## src/rns_pkg.sv

```systemverilog
package rns_pkg;

  // ****************************************************************
  // timing
  // ****************************************************************
  localparam int unsigned CLK_HZ         = 100_000_000;
  localparam int unsigned TICK_HZ        = 18_000;      // nominal logic clock rate
  localparam int unsigned TICK_DIV       = CLK_HZ / TICK_HZ;
  localparam int unsigned RESET_MS       = 5;
  localparam int unsigned STROBE_MS      = 40;
  // least times round up to whole ticks
  localparam int unsigned RESET_TICKS    = (RESET_MS * TICK_HZ + 999) / 1000;
  localparam int unsigned STROBE_TICKS   = (STROBE_MS * TICK_HZ + 999) / 1000;
  localparam int unsigned OUT_HOLD_TICKS = 900;  // digit hold on the bus
  localparam int unsigned OUT_STB_TICKS  = 360;  // strobe width inside the hold

  // ****************************************************************
  // geometry
  // ****************************************************************
  localparam int unsigned NUM_LOCS   = 10;
  localparam int unsigned MAX_DIGITS = 22;

  // ****************************************************************
  // address codes, bus bit d0 is the msb of each constant
  // ****************************************************************
  localparam logic [3:0] ADDR_1  = 4'hF;
  localparam logic [3:0] ADDR_2  = 4'hE;
  localparam logic [3:0] ADDR_3  = 4'hD;
  localparam logic [3:0] ADDR_4  = 4'hB;
  localparam logic [3:0] ADDR_5  = 4'hA;
  localparam logic [3:0] ADDR_6  = 4'h9;
  localparam logic [3:0] ADDR_7  = 4'h7;
  localparam logic [3:0] ADDR_8  = 4'h6;
  localparam logic [3:0] ADDR_9  = 4'h5;
  localparam logic [3:0] ADDR_10 = 4'hC;

  typedef enum logic [2:0] {
    RNS_IDLE,
    RNS_STORE,
    RNS_RECALL_WAIT,
    RNS_PLAY,
    RNS_PLAY_GAP
  } rns_state_t;

endpackage : rns_pkg

```

## src/rns_store.sv

```systemverilog
`timescale 1ns/1ps

module rns_store
  import rns_pkg::*;
#(
  parameter int unsigned TICK_CYCLES = TICK_DIV,
  parameter int unsigned DEB_TICKS   = STROBE_TICKS,
  parameter int unsigned HOLD_TICKS  = OUT_HOLD_TICKS,
  parameter int unsigned STB_TICKS   = OUT_STB_TICKS
) (
  input  wire logic       clk,
  input  wire logic       sys_rst,
  input  wire logic       reset_n_pin,
  input  wire logic       chip_select,
  input  wire logic       store_mode,
  input  wire logic       recall_mode,
  input  wire logic       strobe_gate,
  input  wire logic       strobe_in_n,
  input  wire logic [3:0] bus_in,
  output logic      [3:0] bus_out,
  output logic            bus_oe_n,
  output logic            strobe_out_n,
  output logic            addr_lock_n,
  output logic            digit_lock_n,
  output logic            recall_locked
);

  // ****************************************************************
  // tick divider and input synchronisers
  // ****************************************************************
  logic [15:0] div_reg;
  logic        tick_reg;
  logic [1:0]  rstn_sync, cs_sync, st_sync, rc_sync, gt_sync, sb_sync;
  logic [3:0]  bus_s1, bus_s2;

  wire div_end = (div_reg >= 16'(TICK_CYCLES - 1));

  // one-cycle tick at the logic rate, all timing counts this
  always_ff @(posedge clk) begin
    if (sys_rst) begin
      div_reg  <= 16'h0000;
      tick_reg <= 1'b0;
    end else begin
      div_reg  <= div_end ? 16'h0000 : div_reg + 16'h0001;
      tick_reg <= div_end;
    end
  end

  // pins come from outside, two stages before use
  always_ff @(posedge clk) begin
    if (sys_rst) begin
      rstn_sync <= 2'h0;
      cs_sync   <= 2'h0;
      st_sync   <= 2'h0;
      rc_sync   <= 2'h0;
      gt_sync   <= 2'h0;
      sb_sync   <= 2'h3;
      bus_s1    <= 4'h0;
      bus_s2    <= 4'h0;
    end else begin
      rstn_sync <= {rstn_sync[0], reset_n_pin};
      cs_sync   <= {cs_sync[0], chip_select};
      st_sync   <= {st_sync[0], store_mode};
      rc_sync   <= {rc_sync[0], recall_mode};
      gt_sync   <= {gt_sync[0], strobe_gate};
      sb_sync   <= {sb_sync[0], strobe_in_n};
      bus_s1    <= bus_in;
      bus_s2    <= bus_s1;
    end
  end

  wire cs_s   = cs_sync[1];
  wire gate_s = gt_sync[1];

  // ****************************************************************
  // pin reset filter and input strobe / recall qualification
  // ****************************************************************
  logic rst_deb_n, strobe_deb_n, recall_deb;
  logic strobe_deb_d;

  // external reset counts as accepted only after RESET_TICKS low
  rns_debounce #(.COUNT(RESET_TICKS)) u_rst_deb (
    .clk    (clk),
    .sys_rst(sys_rst),
    .tick   (tick_reg),
    .din    (rstn_sync[1]),
    .init   (1'b0),
    .dout   (rst_deb_n)
  );

  rns_debounce #(.COUNT(DEB_TICKS)) u_stb_deb (
    .clk    (clk),
    .sys_rst(sys_rst),
    .tick   (tick_reg),
    .din    (sb_sync[1] | ~cs_s),
    .init   (1'b1),
    .dout   (strobe_deb_n)
  );

  rns_debounce #(.COUNT(DEB_TICKS)) u_rc_deb (
    .clk    (clk),
    .sys_rst(sys_rst),
    .tick   (tick_reg),
    .din    (rc_sync[1] & cs_s),
    .init   (1'b0),
    .dout   (recall_deb)
  );

  wire logic_rst = sys_rst | ~rst_deb_n;
  wire strobe_hit = strobe_deb_d & ~strobe_deb_n;  // accepted falling edge

  // ****************************************************************
  // address decode
  // ****************************************************************
  logic [3:0] loc_dec;
  logic       loc_valid;

  // fixed code table; anything else is not an address
  always_comb begin
    loc_valid = 1'b1;
    unique case (bus_s2)
      ADDR_1:  loc_dec = 4'h0;
      ADDR_2:  loc_dec = 4'h1;
      ADDR_3:  loc_dec = 4'h2;
      ADDR_4:  loc_dec = 4'h3;
      ADDR_5:  loc_dec = 4'h4;
      ADDR_6:  loc_dec = 4'h5;
      ADDR_7:  loc_dec = 4'h6;
      ADDR_8:  loc_dec = 4'h7;
      ADDR_9:  loc_dec = 4'h8;
      ADDR_10: loc_dec = 4'h9;
      default: begin
        loc_dec   = 4'h0;
        loc_valid = 1'b0;
      end
    endcase
  end

  // ****************************************************************
  // digit memory
  // ****************************************************************
  logic [3:0] mem_reg [NUM_LOCS][MAX_DIGITS];
  logic [4:0] len_reg [NUM_LOCS];
  logic [3:0] loc_reg;
  logic [4:0] ptr_reg;
  logic [15:0] tcnt_reg;
  rns_state_t state_reg;

  wire in_store_cmd = cs_s & st_sync[1] & gate_s;
  wire store_go     = (state_reg == RNS_IDLE) & in_store_cmd & strobe_hit & loc_valid;
  wire store_wr     = (state_reg == RNS_STORE) & cs_s & strobe_hit
                      & (len_reg[loc_reg] < 5'(MAX_DIGITS));
  wire recall_go    = (state_reg == RNS_RECALL_WAIT) & cs_s & strobe_hit & loc_valid;
  wire play_last    = (ptr_reg >= len_reg[loc_reg]);

  // storage is not reset: digits survive a reset, only lengths are cleared
  always_ff @(posedge clk) begin
    if (store_wr) begin
      mem_reg[loc_reg][len_reg[loc_reg]] <= bus_s2;
    end
  end

  // lengths cleared at reset, cleared when address opens
  always_ff @(posedge clk) begin
    if (logic_rst) begin
      for (int i = 0; i < NUM_LOCS; i++) begin
        len_reg[i] <= 5'h00;
      end
    end else if (store_go) begin
      len_reg[loc_dec] <= 5'h00;
    end else if (store_wr) begin
      len_reg[loc_reg] <= len_reg[loc_reg] + 5'h01;
    end
  end

  // ****************************************************************
  // control sequencer
  // ****************************************************************
  always_ff @(posedge clk) begin
    strobe_deb_d <= logic_rst ? 1'b1 : strobe_deb_n;
  end

  // store and recall sequencing, outputs all registered
  always_ff @(posedge clk) begin
    if (logic_rst) begin
      state_reg     <= RNS_IDLE;
      loc_reg       <= 4'h0;
      ptr_reg       <= 5'h00;
      tcnt_reg      <= 16'h0000;
      bus_out       <= 4'h0;
      bus_oe_n      <= 1'b1;
      strobe_out_n  <= 1'b1;
      addr_lock_n   <= 1'b1;
      digit_lock_n  <= 1'b1;
      recall_locked <= 1'b0;
    end else begin
      unique case (state_reg)
        RNS_IDLE: begin
          if (store_go) begin
            loc_reg     <= loc_dec;
            addr_lock_n <= 1'b0;
            state_reg   <= RNS_STORE;
          end else if (recall_deb && !st_sync[1]) begin
            recall_locked <= 1'b1;
            state_reg     <= RNS_RECALL_WAIT;
          end
        end
        RNS_STORE: begin
          // host ends the store by releasing store or select
          if (!(cs_s && st_sync[1])) begin
            addr_lock_n <= 1'b1;
            state_reg   <= RNS_IDLE;
          end
        end
        RNS_RECALL_WAIT: begin
          if (recall_go) begin
            loc_reg      <= loc_dec;
            ptr_reg      <= 5'h00;
            tcnt_reg     <= 16'h0000;
            addr_lock_n  <= 1'b0;
            digit_lock_n <= 1'b0;
            state_reg    <= RNS_PLAY;
          end
        end
        RNS_PLAY: begin
          if (play_last) begin
            bus_oe_n      <= 1'b1;
            addr_lock_n   <= 1'b1;
            digit_lock_n  <= 1'b1;
            recall_locked <= 1'b0;
            state_reg     <= RNS_IDLE;
          end else if (tick_reg) begin
            // digits start on a tick so strobe and hold are whole ticks;
            // bus driven only once both keyboards are locked out
            bus_out      <= mem_reg[loc_reg][ptr_reg];
            bus_oe_n     <= 1'b0;
            strobe_out_n <= 1'b0;
            tcnt_reg     <= 16'h0000;
            state_reg    <= RNS_PLAY_GAP;
          end
        end
        RNS_PLAY_GAP: begin
          if (tick_reg) begin
            tcnt_reg <= tcnt_reg + 16'h0001;
            if (tcnt_reg == 16'(STB_TICKS - 1)) begin
              strobe_out_n <= 1'b1;
            end
            if (tcnt_reg == 16'(HOLD_TICKS - 1)) begin
              ptr_reg   <= ptr_reg + 5'h01;
              state_reg <= RNS_PLAY;
            end
          end
        end
      endcase
      // during a store the gate holds the output strobe off
      if (state_reg == RNS_STORE && gate_s) begin
        strobe_out_n <= 1'b1;
      end
    end
  end

endmodule : rns_store

```

## src/rns_debounce.sv

```systemverilog
`timescale 1ns/1ps

// stable-level filter: out follows in only after COUNT steady ticks
module rns_debounce
  import rns_pkg::*;
#(
  parameter int unsigned COUNT = 720
) (
  input  wire logic clk,
  input  wire logic sys_rst,
  input  wire logic tick,
  input  wire logic din,
  input  wire logic init,
  output logic      dout
);

  logic [15:0] cnt_reg;
  wire         differs = (din != dout);
  wire         done    = (cnt_reg >= 16'(COUNT - 1));

  // restart count on every bounce, so only steady levels pass
  always_ff @(posedge clk) begin
    if (sys_rst) begin
      cnt_reg <= 16'h0000;
      dout    <= init;
    end else if (!differs) begin
      cnt_reg <= 16'h0000;
    end else if (tick) begin
      if (done) begin
        dout    <= din;
        cnt_reg <= 16'h0000;
      end else begin
        cnt_reg <= cnt_reg + 16'h0001;
      end
    end
  end

endmodule : rns_debounce

```

## config.mk

```make
export PLATFORM = sky130hd
export DESIGN_NAME = rns_store
export DESIGN_NICKNAME = d
export VERILOG_FILES = /design/src/rns_pkg.sv /design/src/rns_store.sv /design/src/rns_debounce.sv
export SDC_FILE = /design/constraint.sdc
export NUM_CORES = 1
export LEC_CHECK = 0
export BUFFER_PORTS_ARGS = -buffer_cell sky130_fd_sc_hd__buf_2
export CORE_ASPECT_RATIO = 0.7
export CORE_MARGIN = 1
export CORE_UTILIZATION = 40
export CTS_BUF_LIST = sky130_fd_sc_hd__clkbuf_8
export DETAILED_ROUTE_END_ITERATION = 16
export SLEW_MARGIN = 15
export SYNTH_ARGS = -nofsm -noshare
export SYNTH_HDL_FRONTEND = slang
export SYNTH_SLANG_ARGS = --single-unit
```

## constraint.sdc

```tcl
create_clock -name clk -period 14.9 [get_ports clk]
set_input_delay 0.745 -clock clk [delete_from_list [all_inputs] [get_ports clk]]
set_output_delay 0.745 -clock clk [all_outputs]
set_load 0.02 [all_outputs]
```

* Word level (Yosys, flattened, before mapping) *
Memory sizes are Yosys's and may differ from the RTL's. A register that Yosys moved wholly into a read port is not among the register bits.
Index checks and enable logic that the tools add are counted.

cells by class
  add/subtract/negate cells = 7
  bitwise operators = 24
  magnitude comparators = 9
  eq/ne operators = 32
  reductions and logical operators = 35
  mux-type cells = 67

operators with widths
  operator                 number
  $mux W16                 7
  $mux W88                 1
  $add A16 B1 Y16 const B  5
  $pmux W16 S3             1
  $mux W4                  11
  $pmux W4 S9              1
  $ge A16 B10 Y1 const B   2
  $eq A4 B4 Y1 const B     7
  $mux W5                  5
  $mux W1                  24
  $mux W3                  8
  $bmux W4 S5              1
  $demux W4 S5             1
  $ne A2 B2 Y1 const B     10
  $reduce_and A3 Y1        6
  $eq A16 B10 Y1 const B   1
  $eq A16 B9 Y1 const B    1
  $ge A16 B13 Y1 const B   1
  $ge A16 B7 Y1 const B    1
  $pmux W3 S5              1
  $reduce_and A5 Y1        3
  $and A1 B1 Y1            13
  $eq A4 B3 Y1 const B     3
  $ge A6 B6 Y1 const B     2
  30 further kinds         58

word-level totals
  output and inout bits = 9
  memory bits (writable) = 930
  register bits = 126
  memories kept = 2
  word-level logic and storage cells = 203

memories
  name     depth  bits a word  read ports  clocked after Yosys merged registers in  write ports  line              RTL
  mem_reg  10     88           1           1                                        1            rns_store.sv:142  logic [3:0] mem_reg [NUM_LOCS][MAX_DIGITS];
  len_reg  10     5            1           1                                        10           rns_store.sv:143  logic [4:0] len_reg [NUM_LOCS];

* Logic depth before layout (Yosys ltp) *
  depth after elaboration = 11
  gate-level depth with buffers = 17
  depth with buffers taken out = 11

* Cells and area by module *
Synthesis repeated with hierarchy kept, for this count alone.

unflattened totals
  cell total of the unflattened synthesis = 2730
  area total of the unflattened synthesis = 44714.1 um^2

by module, submodules not included
  module                       times used  seq. area each (um^2)  area each (um^2)  cells each
  rns_store                    1           30409.2                42258.0           2454
  rns_debounce (u_rc_deb ...)  2           350.3                  784.5             87
  rns_debounce (u_rst_deb)     1           350.3                  887.1             102

* Worst setup path after synthesis *
Ideal clock, no wire load.

  path type = register to register
  start = register bus_s2[3]
  end = memory len_reg[0][0] (enable)
  setup time = 313 ps
  period minus slack after synthesis = 5789 ps
  buffers on the path = 3
  arrival time = 5476 ps
  path slack = 9111 ps
  cell stages (with the launch flop) = 12
  cell sequence = dfxtp_1 > clkbuf_1 > a211oi_1 > or3_1 > clkbuf_1 > or2_2 > clkbuf_1 > nor3_1 > a221oi_2 > a211oi_2 > nand2_2 > nand2_1

RTL lines
  what                    line              RTL
  start, declared         rns_store.sv:34   logic [3:0] bus_s1, bus_s2;
  start signal, assigned  rns_store.sv:68   bus_s2 <= bus_s1;
  end, declared           rns_store.sv:143

==> results_dict.tcl <==
set metrics [dict create \
    path_class "reg2reg" \
    die_h_um 280 \
    grtUsageTotal 0.195 \
    cts_root_buf "clkbuf_8" \
    io-pin-count 21 \
    crit_arrival_ps 5940 \
    worstPathMaxFanout 36 \
    power_density_nw_per_um2 115 \
    numCtsBuffers 158 \
    num_rows 101 \
    final_net_count 2763 \
    maxCapViolCount 0 \
    routabilityCongestion 0.866 \
    period_needed_ps 5170 \
    grt_max_degree 106 \
    grt_overflow 0 \
    viasPerCell 5.66 \
    synth_cell_types 76 \
    core-area_um2 109000 \
    path_clk_slew_ps 60 \
    final_max_slew_viol_count 0 \
    hold_buffers 0 \
    hpwl_mm 66.3 \
    tns_ps 0 \
    postCtsSetupBuffers 0 \
    largest_reg_flops 880 \
    hold_ws_ps 90.2 \
    htree_levels 4 \
    port_buffers 20 \
    vdd_drop_max_uv 84.6 \
    clk-insertion-delay-late_ps 850 \
    synth.largest_area_cell "edfxtp_1" \
    cp-start-kind "flip-flop" \
    dr.pass1.iters 6 \
    syn_area_um2 44100 \
    max_slew_margin 0.186 \
    dieWidth_um 399 \
    stdcell_count 4294 \
    grt_pass1_vias 24600 \
    hold_violations 0 \
    cts_buffer_depth 3 \
    initial_core_util 0.405 \
    area_delta_synth_final_pct 10.2 \
    cp-end-kind "flip-flop" \
    worstMarginPinSlew_ps 1210 \
    synth.top_cell.area_share 0.654 \
    yosysWarnings 0 \
    remaining_drc_errors 0 \
    drive_gt1_frac 0.186 \
    cts_tree "built" \
    routed_wl_mm 107 \
    min_from "strobe_in_n" \
    yosys-top-cells-area "edfxtp_1 (65%), mux4_2 (12%), dfxtp_1 (5.9%), nor2_1 (3.6%), mux2i_1 (1.9%)" \
    seq_area_frac_synth 0.713 \
    place_area_um2 45700 \
    num-fill-cells 9255 \
    final_util 0.446 \
    clock_sinks 1090 \
    leakagePower_nw 16.5 \
    fin_skew_ps 28.9 \
    synth_edf_count 960 \
    ant_nets 0 \
    antenna_found_initial 3 \
    dieArea_um2 112000 \
    synth-main-ff-cell "edfxtp_1" \
    fmax_ghz 0.194 \
    syn_avg_cell_area_um2 16.7 \
    drtIter0Drc 2404 \
    status "completed" \
    finalSetupViolations 0 \
    fin_area_um2 48600 \
    synthCells 2641 \
    rsz0062_at_grt "false" \
    holdCritPathClass "in2reg" \
    dr_total_vias 24300 \
    grt_pass1_wl_mm 161 \
    ys_ff_latch 1090 \
    cts_resized 0 \
    wire_per_inst_um 24.9 \
    cp_data_required_time_ps 15670 \
    min_period_over_period 0.347 \
    dp.cells 4015 \
    synth_async_sr_flop_share 0 \
]
per-layer routing:
| metal | GRT usage | share of wire | up-vias |
|---|---|---|---|
| met3 | 0.0553 | 0.098 | 159 |
| met5 | 0 | 0 | - |
| met2 | 0.277 | 0.44 | 1062 |
| met1 | 0.289 | 0.45 | 12500 |
| li1 | - | - | 10500 |
| met4 | 0.0595 | 0.020 | 0 |
per-stage QoR:
stage | setup slack [ps] | total power (W)
2_1_floorplan | 9110 | 0.00340
3_3_place_gp | 9870 | 0.00341
3_5_place_dp | 9780 | 0.00341
4_1_cts | 9660 | 0.00562
5_1_grt | 9310 | 0.00575
6_report | 9730 | 0.00557
layout make-up:
cell class                 count  area (um2)  area share
clock inverter               115         616      0.0127
tap                         1442        1800      0.0371
antenna                        2        5.00    0.000103
timing repair buffer          66         470     0.00968
clock buffer                 162        2230      0.0459
multi-input combinational   1389       11900       0.245
inverter                      28         105     0.00216
sequential                  1090       31500       0.648
power breakdown:
part | internal, W | switching [W] | leakage, nW | total (W)
logic | 0.00000520 | 0.0000279 | 3.30 | 0.0000331
clock network | 0.00108 | 0.00114 | 1.62 | 0.00222
registers | 0.00331 | 0.00000920 | 11.6 | 0.00332
cells by family (layout without fill, tap and decap cells):
family / Yosys count / after routing / share of synthesized area
other cells: 1 / 5 / 0.0000851
compound gates: 244 / 244 / 0.0370
mux: 331 / 331 / 0.143
fa+ha+maj: 18 / 18 / 0.00511
xor+xnor: 48 / 48 / 0.00954
simple gates: 745 / 745 / 0.0743
buf+inv: 164 / 371 / 0.0174
flops: 1090 / 1090 / 0.713
layout by cell type (no fill, tap or decap), types with 38 or more instances in the layout:
master and count:
mux4_2 228, clkbuf_8 162, inv_1 71, o21ai_0 44, nand3_1 38, nand2_1 121, buf_4 44, a21oi_1 60
edfxtp_1 960, clkinv_1 42, dfxtp_1 121, nor2_1 417, mux2i_1 82
final timing paths:
check                           slack [ps]  cells past startpoint           end
worst max register to register        9730                     11  tcnt_reg[11]
worst min register to register         420                      1    sb_sync[1]
worst max-delay path                  9730                     11  tcnt_reg[11]
worst min-delay path                    90                      2    sb_sync[0]
worst max-delay path, cell delays in order (launching register included):
cell and delay (ps):
dfxtp_4 570, buf_4 650, mux4_2 640, a22oi_1 210
nand2_1 250, inv_1 230, ha_1 260, a21o_1 180
a21oi_1 760, o2111ai_1 550, or4_1 610, a21oi_1 150
cells in the mapped netlist (6+ instances only):
master	n
edfxtp_1	960
nor2_1	417
mux4_2	228
dfxtp_1	130
nand2_1	121
mux2i_1	82
clkbuf_1	76
a21oi_1	60
o21ai_0	44
nand3_1	38
nor2b_1	38
buf_2	33
nor3_1	28
xor2_1	25
a31oi_1	24
inv_1	23
xnor2_1	23
and3_1	18
ha_1	18
a211oi_1	17
o22ai_1	15
mux2_2	13
nand4_1	13
nand2b_1	12
buf_4	11
and2_1	10
a22oi_1	9
buf_1	8
mux4_1	8
nor4_1	8
o221ai_1	8
or3_1	8
buf_6	7
or4_1	7
a21o_1	6
a221oi_1	6
a311oi_1	6
nand3b_1	6
o31ai_1	6
No activity file was read; power rests on OpenSTA's default activity.
